[config.mk]
export PLATFORM = sky130hd
export DESIGN_NAME = nmdram_ctrl
export DESIGN_NICKNAME = d
export VERILOG_FILES = /design/src/nmdram_pkg.sv /design/src/nmdram_ctrl.sv
export SDC_FILE = /design/constraint.sdc
export NUM_CORES = 1
export LEC_CHECK = 0
export BUFFER_PORTS_ARGS = -buffer_cell sky130_fd_sc_hd__buf_2
export CAP_MARGIN = 20
export CORE_MARGIN = 5
export CORE_UTILIZATION = 44
export CTS_CLUSTER_DIAMETER = 60
export DETAILED_ROUTE_END_ITERATION = 6
export HOLD_SLACK_MARGIN = 0.1
export PLACE_DENSITY = 0.68
export SLEW_MARGIN = 20
export SYNTH_ARGS = -nofsm -noshare
export SYNTH_HDL_FRONTEND = slang
export SYNTH_SLANG_ARGS = --single-unit
export TNS_END_PERCENT = 30
[constraint.sdc]
create_clock -name sys_clk -period 2.2 [get_ports sys_clk]
set_input_delay 0.22 -clock sys_clk [delete_from_list [all_inputs] [get_ports sys_clk]]
set_output_delay 0.22 -clock sys_clk [all_outputs]
set_load 0.01 [all_outputs]
[src/nmdram_pkg.sv]
// Package for the nibble-mode memory module controller: timing counts, sizes, states.
// Assumes a 100 MHz sys_clk.
package nmdram_pkg;
  // ****************************************
  // Geometry
  // ****************************************
  localparam int ADDR_W      = 10;
  localparam int DATA_W      = 8;
  localparam int WORD_COUNT  = 1048576;
  localparam int NIB_STEPS   = 4;
  // ****************************************
  // Timing
  // ****************************************
  localparam int CLK_NS          = 10;
  localparam int PAUSE_US        = 500;
  localparam int PAUSE_CYC       = (PAUSE_US * 1000 + CLK_NS - 1) / CLK_NS;
  localparam int WAKE_CYCLES     = 8;
  localparam int REF_ROWS        = 512;
  localparam int REF_PERIOD_MS   = 8;
  localparam int REF_INTERVAL    = (REF_PERIOD_MS * 1000000 / REF_ROWS) / CLK_NS;
  localparam int RAS_PRE_NS      = 80;
  localparam int RAS_PRE_CYC     = (RAS_PRE_NS + CLK_NS - 1) / CLK_NS;
  localparam int RCD_NS          = 30;
  localparam int RCD_CYC         = (RCD_NS + CLK_NS - 1) / CLK_NS;
  localparam int CAS_LOW_NS      = 30;
  localparam int CAS_LOW_CYC     = (CAS_LOW_NS + CLK_NS - 1) / CLK_NS;
  localparam int CAS_PRE_NS      = 20;
  localparam int CAS_PRE_CYC     = (CAS_PRE_NS + CLK_NS - 1) / CLK_NS;
  localparam int RAS_LOW_NS      = 100;
  localparam int RAS_LOW_CYC     = (RAS_LOW_NS + CLK_NS - 1) / CLK_NS;
  localparam int CNT_W           = 16;
  // ****************************************
  // States
  // ****************************************
  typedef enum logic [3:0] {
    ST_PAUSE   = 4'h0,
    ST_WAKE    = 4'h1,
    ST_IDLE    = 4'h3,
    ST_ROW     = 4'h2,
    ST_COL     = 4'h6,
    ST_CASHI   = 4'h7,
    ST_RASHI   = 4'h5,
    ST_REFCAS  = 4'h4,
    ST_REFRAS  = 4'hc
  } nmdram_state_t;
endpackage : nmdram_pkg

[src/nmdram_ctrl.sv]
// Controller that drives the multiplexed-address, strobe-selected memory module.
// Assumes the user holds its request until accepted; module pins are outside the clock domain.
`timescale 1ns/1ps
module nmdram_ctrl
  import nmdram_pkg::*;
#(
  parameter int PAUSE_CYCLES = PAUSE_CYC,
  parameter int REF_CYCLES   = REF_INTERVAL
) (
  input  wire logic                sys_clk,
  input  wire logic                srst,
  input  wire logic                reqValid,
  output logic                     reqReady,
  input  wire logic                reqWrite,
  input  wire logic                reqNibble,
  input  wire logic [2*ADDR_W-1:0] reqAddr,
  input  wire logic [4*DATA_W-1:0] reqWdata,
  output logic                     rspValid,
  output logic [4*DATA_W-1:0]      rspRdata,
  output logic                     initDone,
  output logic                     rasN,
  output logic                     casN,
  output logic                     weN,
  output logic [ADDR_W-1:0]        memAddr,
  input  wire logic [DATA_W-1:0]   memDqIn,
  output logic [DATA_W-1:0]        memDqOut,
  output logic                     memDqOe
);
  // ****************************************
  // State
  // ****************************************
  typedef struct packed {
    nmdram_state_t      st;
    logic [CNT_W-1:0]   cnt;
    logic [CNT_W-1:0]   refCnt;
    logic               refPend;
    logic [3:0]         wake;
    logic [1:0]         nib;
    logic               last;
    logic               wr;
    logic               burst;
    logic [2*ADDR_W-1:0] addr;
    logic [4*DATA_W-1:0] wdata;
    logic [4*DATA_W-1:0] rdata;
    logic               rsp;
    logic               done;
    logic               ras;
    logic               cas;
    logic               we;
    logic [ADDR_W-1:0]  a;
    logic [DATA_W-1:0]  dq;
    logic               oe;
  } nmdram_regs_t;

  nmdram_regs_t s_q, s_d;
  logic [DATA_W-1:0] dqMeta_q, dqSync_q;

  // Two flops before any logic samples the bus
  always_ff @(posedge sys_clk) begin
    dqMeta_q <= memDqIn;
    dqSync_q <= dqMeta_q;
  end

  function automatic logic [DATA_W-1:0] pickByte(input logic [4*DATA_W-1:0] w, input logic [1:0] i);
    pickByte = w[i*DATA_W +: DATA_W];
  endfunction : pickByte

  // ****************************************
  // Next state
  // ****************************************
  always_comb begin
    s_d = s_q;
    s_d.rsp = 1'b0;
    if (s_q.cnt != '0) s_d.cnt = s_q.cnt - 1'b1;
    // Refresh demand; a pending request is never dropped, set wins
    if (s_q.refCnt == '0) begin
      s_d.refCnt  = CNT_W'(REF_CYCLES - 1);
      s_d.refPend = 1'b1;
    end else begin
      s_d.refCnt = s_q.refCnt - 1'b1;
    end
    case (s_q.st)
      ST_PAUSE: begin
        if (s_q.cnt == '0) begin
          s_d.st = ST_WAKE;
        end
      end
      ST_WAKE: begin
        // Wake-up pulses are column-before-row refreshes, covering both start-up needs
        if (s_q.wake == 4'(WAKE_CYCLES)) begin
          s_d.st   = ST_IDLE;
          s_d.done = 1'b1;
        end else begin
          s_d.wake = s_q.wake + 4'h1;
          s_d.cas  = 1'b0;
          s_d.cnt  = CNT_W'(CAS_PRE_CYC);
          s_d.st   = ST_REFCAS;
        end
      end
      ST_IDLE: begin
        if (s_q.refPend) begin
          s_d.refPend = (s_q.refCnt == '0);
          s_d.cas     = 1'b0;
          s_d.cnt     = CNT_W'(CAS_PRE_CYC);
          s_d.st      = ST_REFCAS;
        end else if (reqValid) begin
          s_d.wr    = reqWrite;
          s_d.burst = reqNibble;
          s_d.addr  = reqAddr;
          s_d.wdata = reqWdata;
          s_d.nib   = 2'b00;
          s_d.a     = reqAddr[ADDR_W-1:0];
          s_d.ras   = 1'b0;
          s_d.we    = ~reqWrite;
          s_d.cnt   = CNT_W'(RCD_CYC);
          s_d.st    = ST_ROW;
        end
      end
      ST_REFCAS: begin
        if (s_q.cnt == '0) begin
          if (s_q.ras) begin
            s_d.ras = 1'b0;
            s_d.cnt = CNT_W'(RAS_LOW_CYC);
          end else begin
            s_d.ras = 1'b1;
            s_d.cas = 1'b1;
            s_d.cnt = CNT_W'(RAS_PRE_CYC);
            s_d.st  = ST_RASHI;
          end
        end
      end
      ST_ROW: begin
        s_d.a = s_q.addr[2*ADDR_W-1:ADDR_W];
        if (s_q.cnt == '0) begin
          s_d.cas = 1'b0;
          s_d.oe  = s_q.wr;
          s_d.dq  = pickByte(s_q.wdata, 2'b00);
          s_d.cnt = CNT_W'(CAS_LOW_CYC);
          s_d.st  = ST_COL;
        end
      end
      ST_COL: begin
        if (s_q.cnt == '0) begin
          if (!s_q.wr) begin
            s_d.rdata[s_q.nib*DATA_W +: DATA_W] = dqSync_q;
          end
          s_d.cas  = 1'b1;
          s_d.oe   = 1'b0;
          s_d.last = !s_q.burst || (s_q.nib == 2'(NIB_STEPS - 1));
          s_d.nib  = s_q.nib + 2'b01;
          s_d.cnt  = CNT_W'(CAS_PRE_CYC);
          s_d.st   = ST_CASHI;
        end
      end
      ST_CASHI: begin
        if (s_q.cnt == '0) begin
          if (s_q.last) begin
            s_d.ras = 1'b1;
            s_d.we  = 1'b1;
            s_d.rsp = ~s_q.wr;
            s_d.cnt = CNT_W'(RAS_PRE_CYC);
            s_d.st  = ST_RASHI;
          end else begin
            s_d.cas = 1'b0;
            s_d.oe  = s_q.wr;
            s_d.dq  = pickByte(s_q.wdata, s_q.nib);
            s_d.cnt = CNT_W'(CAS_LOW_CYC);
            s_d.st  = ST_COL;
          end
        end
      end
      ST_RASHI: begin
        if (s_q.cnt == '0) begin
          if (s_q.done) begin
            s_d.st = ST_IDLE;
          end else begin
            s_d.st = ST_WAKE;
          end
        end
      end
      default: s_d.st = ST_IDLE;
    endcase
  end

  always_ff @(posedge sys_clk) begin
    if (srst) begin
      s_q        <= '0;
      s_q.st     <= ST_PAUSE;
      s_q.cnt    <= CNT_W'(PAUSE_CYCLES);
      s_q.refCnt <= CNT_W'(REF_CYCLES - 1);
      s_q.ras    <= 1'b1;
      s_q.cas    <= 1'b1;
      s_q.we     <= 1'b1;
    end else begin
      s_q <= s_d;
    end
  end

  // ****************************************
  // Outputs
  // ****************************************
  assign reqReady = (s_q.st == ST_IDLE) && !s_q.refPend;
  assign rspValid = s_q.rsp;
  assign rspRdata = s_q.rdata;
  assign initDone = s_q.done;
  assign rasN     = s_q.ras;
  assign casN     = s_q.cas;
  assign weN      = s_q.we;
  assign memAddr  = s_q.a;
  assign memDqOut = s_q.dq;
  assign memDqOe  = s_q.oe;
endmodule : nmdram_ctrl

==> impl_summary.log, run 1 <==
[metrics] wire length of the first global-routing pass: 29,060 µm
[metrics] Final setup viols: 0
[metrics] count of distinct cell types in the synthesized netlist: 58
[metrics] Leakage: 0.003369 µW
[metrics] synth warn: 0
[metrics] worst reg2reg path depth: 8
[metrics] Hold/Removal Path Class: in2reg
[metrics] PD cells: 706.4 mW/mm²
[metrics] highest achievable clock rate: 0.4724 GHz
[metrics] number of sinks on the clock net: 159
[metrics] hold path endpoint: memAddr[8]
[metrics] Primary FF master, synth: dfxtp_1
[metrics] post-synthesis average cell area: 8.310 µm²
[metrics] Psw: 1346 µW
[metrics] layout cell share with drive strength beyond 1: 20.79%
[metrics] Flop pwr share: 47.7%
[metrics] number of antenna violations at the first check in global routing: 1
[metrics] die boundary height: 136.9 µm
[metrics] #FFs+latches synth: 159
[metrics] CTS Buf Count: 17
[metrics] I/O pins: 122
[metrics] clock network fraction of design power: 47.0%
[metrics] Setup Skew: 0.009257 ns
[metrics] Peak supply drop: 0.0005497 V
[metrics] number of hold-slack violations in the final timing report: 0
[metrics] CTS Root Cell: clkbuf_16
[metrics] final core utilization: 55.89%
[metrics] netlist area before placement: 0.007081 mm²
[metrics] Worst setup EP type: flop
[metrics] total wirelength of the detailed-routed design: 17,970 µm
[metrics] Final HPWL DP: 11,780 µm
[metrics] iteration count of the initial detailed-routing pass: 5
[metrics] Comb power frac: 5.3%
[metrics] number of instances on the worst hold path: 3
[metrics] clk_lat worst skew: 0.43 ns
[metrics] via density per instance: 5.132
[metrics] Worst EP arrival: 2.44 ns
[metrics] Slew headroom: 57.43%
[metrics] Max H-tree Level: 4
[metrics] startpoint-to-endpoint class of the critical path: reg2reg
[metrics] source of the worst hold timing path: reqAddr[8]
[metrics] Int Pwr: 4902 µW
[metrics] vias: 6,199
[metrics] sequential element share of the synthesized area: 44.95%
[metrics] clock-pin slew reported for the worst setup and hold paths after clock tree synthesis: 0.06 ns
[metrics] pin slew with the least headroom to its limit: 0.6384 ns
[metrics] number of core rows: 46
[metrics] switching part of the total: 21.54%
[metrics] total power: 6249 µW
[metrics] Worst setup SP type: flop
[metrics] final-report max-slew violation count: 0
[metrics] required arrival time at the worst endpoint: 2.52 ns
[metrics] Core Footprint: 0.01583 mm²
[metrics] maximum fanout encountered on the critical timing path: 14
[metrics] initial standard-cell utilization of the core: 44.74%
[metrics] final net count: 1,057
[metrics] minimum setup slack among reg-to-reg paths: 0.08 ns
[metrics] pin count of the biggest net entering global routing: 81
[metrics] number of violations of the max-capacitance limit: 0
[metrics] endpoint of the lowest-slack register-to-register path: s_q[150]
[metrics] crit path time final: 2.117 ns
[metrics] number of buffer cells added on primary ports: 121
[metrics] result of the run: finished, final reports clean
[metrics] number of design-rule violations left by the first detailed-router iteration: 391
[metrics] Die W: 136.9 µm
[metrics] number of synthesized flops with an enable pin: 0
[metrics] number of instances in the synthesized netlist: 852
[metrics] post-route antenna net violation count: 0
[metrics] crit share post-route: 96.21%
[metrics] async set-reset flop share out of synthesis: 0%
[metrics] post-synthesis net count: 928
[metrics] average wire length per cell after detail routing: 14.88 µm
[metrics] final weighted congestion in routability-driven placement: 0.8838
[metrics] overall die area: 0.01873 mm²
[metrics] number of global-route vias before repair: 5,928
[metrics] aggregate global routing overflow: 0
[metrics] total global-route track usage: 19.45%
[metrics] worst r2r src: s_q[134]
[metrics] clock buffer depth: 2
[metrics] synthesis-to-finish area growth: 24.93%
[metrics] CTS tree: built
[metrics] DRC violations left: 0
[flip-flops by register name, indices dropped and copies added, names as in the netlist, 8 cells and up]
name	cells
memDqOut	8
rspRdata	32
dqMeta_q	8
memAddr	10
s_q	87
dqSync_q	8
[logic make-up (layout without fill, tap and decap cells)]
family	count (synthesis)	after routing	synth area share, %
AO/OA/AOI/OAI	166	166	14.01
XOR/XNOR	25	25	3.092
adder cells (fa/ha/maj)	11	11	1.944
buffers and inverters	117	256	9.401
flip-flops	159	159	44.95
multiplexers	16	16	2.262
other	0	1	0
AND/OR/NAND/NOR	358	358	24.33
[worst max-delay path: stages (launching register included)]
cell and delay (ns):
dfxtp_1 0.31, inv_1 0.11, ha_2 0.22, nor3b_4 0.23, and4_4 0.32, buf_8 0.16, buf_4 0.16, a41oi_1 0.15
a311oi_1 0.35
[synthesized netlist by cell type, drive strengths merged (5+ instances only)]
master / instances / share of area [%]
dfxtp: 159 / 45
o21ai: 19 / 1.4
nand4: 6 / 0.53
xnor2: 13 / 1.6
nand2: 161 / 8.5
nor3: 14 / 0.99
inv: 16 / 0.85
a211oi: 12 / 1.3
a22oi: 8 / 0.85
ha: 11 / 1.9
xor2: 12 / 1.5
or3b: 8 / 0.99
nand2b: 5 / 0.44
a21oi: 99 / 7.0
nor3b: 8 / 0.85
nor2b: 9 / 0.80
mux2i: 16 / 2.3
nand3: 54 / 3.8
clkbuf: 33 / 1.7
nor4: 8 / 1.4
buf: 68 / 6.8
nor2: 58 / 3.1
and2: 5 / 0.44
[power by group through the flow]
stage | registers, µW | clock network, µW | logic, µW
finish | 2980 | 2940 | 333
global placement | 3040 | 0 | 245
CTS | 2970 | 3000 | 317
detailed placement | 3040 | 0 | 245
floorplan | 3020 | 0 | 134
global route | 2980 | 3110 | 363
[layout by cell type, fill, tap and decap left out, types with 3 or more instances in the layout]
master	synthesis	layout
mux2i_1	16	16
nor4_1	4	4
nand4_1	6	6
a21oi_1	99	99
nand3b_1	4	4
nor2b_1	9	9
dfxtp_1	159	158
a22oi_1	8	8
a311oi_1	3	3
buf_4	54	34
and2_1	5	5
o21ai_0	10	10
nor3_1	14	14
bufinv_16	0	3
o21ai_1	8	8
nand2_1	161	161
clkbuf_16	0	17
buf_2	13	120
or3b_1	8	8
nor4_4	3	3
xor2_1	12	12
xnor2_1	13	13
buf_12	0	4
nand3_1	54	54
a211oi_1	12	11
a31oi_1	4	4
nand2b_1	5	5
ha_1	11	10
nor2_1	58	58
inv_1	13	13
clkinvlp_4	0	3
nor3b_1	8	7
dlygate4sd3_1	0	52
[area by class of cell]
cell class	count	area [µm²]
Clock inverter	10	140.1
Clock buffer	19	442.9
Fill cell	1417	6982
Inverter	16	65.06
Tap cell	216	270.3
Timing Repair Buffer	211	1471
Sequential cell	159	3184
Antenna cell	1	2.502
Multi-Input combinational cell	576	3269
[metrics by stage]
stage / setup TNS [ns] / cells / hold WS (ns) / cell area, µm² / setup WS [ns]
6_report: 0 / 1208 / 0.1329 / 8846 / 0.08328
3_5_place_dp: -0.02254 / 1124 / 0.3121 / 7679 / -0.02254
2_1_floorplan: 0 / 852 / 0.2477 / 7081 / 0.09881
3_3_place_gp: 0 / 1124 / 0.3111 / 7679 / 0.1288
4_1_cts: 0 / 1205 / 0.1210 / 8783 / 0.02980
5_1_grt: -0.05344 / 1208 / 0.1560 / 8846 / -0.03660
[layer usage]
layer	track usage (%)	part of all wire, %
met5	0	0
met4	6.430	2.0
met3	5.000	5.6
met2	31.41	48
met1	25.46	44
[worst max path at each step]
| stage | startpoint | endpoint | slack (ns) | cells past startpoint |
|---|---|---|---|---|
| 2_1_floorplan | s_q[134] | s_q[134] | 0.1 | 10 |
| 3_5_place_dp | s_q[134] | s_q[150] | -0.02 | 8 |
| 4_1_cts | s_q[134] | s_q[150] | 0.03 | 8 |
| 5_1_grt | s_q[134] | s_q[150] | -0.04 | 8 |
| 3_3_place_gp | s_q[134] | s_q[150] | 0.13 | 8 |
| 6_report | s_q[134] | s_q[150] | 0.08 | 8 |
[what timing repair did]
item / in CTS / in global routing
pin swaps: 1 / 3
endpoints found under the hold margin: 53 / 0
buffers inserted: 0 / 2
gates resized for setup: 1 / 14
hold buffers: 52 / 0
setup endpoints to repair: 2 / 56
No activity file was read; power rests on OpenSTA's default activity.
==> run 2: changes to the inputs <==
--- a/config.mk
+++ b/config.mk
@@ -10,8 +10,10 @@
 export CORE_MARGIN = 5
 export CORE_UTILIZATION = 44
 export CTS_CLUSTER_DIAMETER = 60
+export CTS_CLUSTER_SIZE = 30
 export DETAILED_ROUTE_END_ITERATION = 6
 export HOLD_SLACK_MARGIN = 0.1
+export MAX_ROUTING_LAYER = met4
 export PLACE_DENSITY = 0.68
 export SLEW_MARGIN = 20
 export SYNTH_ARGS = -nofsm -noshare
==> impl_summary.log, run 2 (synthesized netlist as in run 1, its figures left out) <==
[metrics] pin count of the biggest net entering global routing: 42 (was 81)
[metrics] result of the run: finished, final reports clean (unchanged)
[metrics] flip-flop count of the largest register after layout: 87 (unchanged)
[metrics] crit path time final: 2.134 ns (was 2.117 ns)
[metrics] Slew headroom: 60.25% (was 57.43%)
[metrics] maximum fanout encountered on the critical timing path: 18 (was 14)
[metrics] clock buffer depth: 2 (unchanged)
[metrics] layout cell share with drive strength beyond 1: 20.95% (was 20.79%)
[metrics] number of sinks on the clock net: 159 (unchanged)
[metrics] startpoint-to-endpoint class of the critical path: reg2reg (unchanged)
[metrics] register with the most flip-flops: s_q (unchanged)
[metrics] number of hold-slack violations in the final timing report: 0 (unchanged)
[metrics] number of global-route vias before repair: 5,835 (was 5,928)
[metrics] Die W: 136.9 µm (unchanged)
[metrics] via density per instance: 5.122 (was 5.132)
[metrics] Worst setup SP type: flop (unchanged)
[metrics] vias: 6,193 (was 6,199)
[metrics] number of core rows: 46 (unchanged)
[metrics] final-layout setup total negative slack: 0 ns (unchanged)
[metrics] CTS Root Cell: clkbuf_16 (unchanged)
[metrics] average wire length per cell after detail routing: 14.98 µm (was 14.88 µm)
[metrics] final core utilization: 55.68% (was 55.89%)
[metrics] final-report max-slew violation count: 0 (unchanged)
[metrics] crit share post-route: 97.01% (was 96.21%)
[metrics] Worst setup EP type: flop (unchanged)
[metrics] iteration count of the initial detailed-routing pass: 5 (unchanged)
[metrics] overall die area: 0.01873 mm² (unchanged)
[metrics] Final HPWL DP: 11,890 µm (was 11,780 µm)
[metrics] final weighted congestion in routability-driven placement: 0.8844 (was 0.8838)
[metrics] post-route antenna net violation count: 0 (unchanged)
[metrics] number of design-rule violations left by the first detailed-router iteration: 385 (was 391)
[metrics] DRC violations left: 0 (unchanged)
[metrics] total global-route track usage: 20.20% (was 19.45%)
[metrics] number of buffer cells added on primary ports: 121 (unchanged)
[metrics] Max H-tree Level: 4 (unchanged)
[metrics] die boundary height: 136.9 µm (unchanged)
[metrics] synthesis-to-finish area growth: 24.46% (was 24.93%)
[metrics] total power: 6286 µW (was 6249 µW)
[metrics] minimum setup slack among reg-to-reg paths: 0.07 ns (was 0.08 ns)
[metrics] wire length of the first global-routing pass: 29,340 µm (was 29,060 µm)
[metrics] leading cell type in the layout, fill and taps excluded: nand2_1 (unchanged)
[metrics] Antenna Diode Count: 0 (was 1)
[metrics] CTS tree: built (unchanged)
[metrics] Leakage: 0.003372 µW (was 0.003369 µW)
[metrics] Worst EP arrival: 2.46 ns (was 2.44 ns)
[metrics] initial standard-cell utilization of the core: 44.74% (unchanged)
[metrics] total wirelength of the detailed-routed design: 18,110 µm (was 17,970 µm)
[metrics] RSZ-0062 raised after global routing: yes
[metrics] Peak supply drop: 0.0005229 V (was 0.0005497 V)
[metrics] Core Footprint: 0.01583 mm² (unchanged)
[metrics] number of inserted filler cells in the final layout: 1,416 (was 1,417)
[metrics] number of antenna violations at the first check in global routing: 0 (was 1)
[metrics] most used cells in the layout excluding fill and tap cells: nand2_1 (161), dfxtp_1 (158), buf_2 (120) (unchanged)
[metrics] CTS Buf Count: 17 (unchanged)
[metrics] pin slew with the least headroom to its limit: 0.5961 ns (was 0.6384 ns)
[metrics] required arrival time at the worst endpoint: 2.53 ns (was 2.52 ns)
[metrics] Setup Skew: 0.01506 ns (was 0.009257 ns)
[metrics] Hold/Removal Path Class: in2reg (unchanged)
[metrics] I/O pins: 122 (unchanged)
[metrics] aggregate global routing overflow: 0 (unchanged)
[metrics] number of violations of the max-capacitance limit: 0 (unchanged)
[metrics] final net count: 1,056 (was 1,057)
[metrics] highest achievable clock rate: 0.4685 GHz (was 0.4724 GHz)
[metrics] PD cells: 713.3 mW/mm² (was 706.4 mW/mm²)
[metrics] Final setup viols: 0 (unchanged)
[metrics] clk_lat worst skew: 0.43 ns (about the same)
[metrics] clock-pin slew reported for the worst setup and hold paths after clock tree synthesis: 0.07 ns (was 0.06 ns)
## run 2: power by group
part	switching, µW	leakage, µW	internal [µW]	total (µW)
combinational	143	0.00178	179	322
sequential	52.9	0.00129	2920	2970
clock	1330	0.000298	1650	2990
## run 2: timing repair
item | 4_1_cts | 5_1_grt
hold buffers | 52 | 0
buffers inserted | 0 | 1
hold endpoints to repair | 52 | 0
setup endpoints to repair | 1 | 46
pin swaps | 0 | 1
gates resized for setup | 1 | 5
## run 2: worst paths after layout
| kind | depth (start not counted) | endpoint | from |
|---|---|---|---|
| max | 8 | s_q[150] | s_q[134] |
| min | 3 | memAddr[1] | reqAddr[1] |
| max reg2reg | 8 | s_q[150] | s_q[134] |
| min reg2reg | 0 | dqSync_q[3] | dqMeta_q[3] |
## run 2: layout make-up
| cell class | instances | area [µm²] | area share [%] |
|---|---|---|---|
| clock buffer | 18 | 439.2 | 4.984 |
| clock inverter | 14 | 166.4 | 1.888 |
| inverter | 16 | 60.06 | 0.6815 |
| tap | 216 | 270.3 | 3.067 |
| timing repair buffer | 210 | 1444 | 16.39 |
| multi-input combinational | 576 | 3248 | 36.86 |
| sequential | 159 | 3184 | 36.14 |
## run 2: worst max-delay path: stages, from the launching register on
cell and delay, ns:
dfxtp_1 0.31, inv_1 0.10, ha_1 0.20, nor3b_2 0.21
and4_2 0.31, inv_2 0.17, a221oi_2 0.31, a41oi_1 0.10
a311oi_1 0.33
## run 2: per-stage QoR
| stage | setup slack (ns) | instance area, µm² | instances | hold slack (ns) |
|---|---|---|---|---|
| 5_1_grt | -0.02024 | 8812 | 1209 | 0.1462 |
| 3_3_place_gp | 0.1233 | 7666 | 1124 | 0.3103 |
| 2_1_floorplan | 0.09881 | 7081 | 852 | 0.2477 |
| 3_5_place_dp | 0.005800 | 7666 | 1124 | 0.3121 |
| 4_1_cts | 0.02122 | 8793 | 1208 | 0.1161 |
| 6_report | 0.06567 | 8812 | 1209 | 0.1267 |
## run 2: per-layer routing
metal  vias up  global-route usage [%]  wire, µm
li1       3136                       -         -
met2       134                   32.23      8738
met1      2904                   26.32      8366
met3        19                   3.824       763
met4         0                   5.820       244
met5         -                       -         0
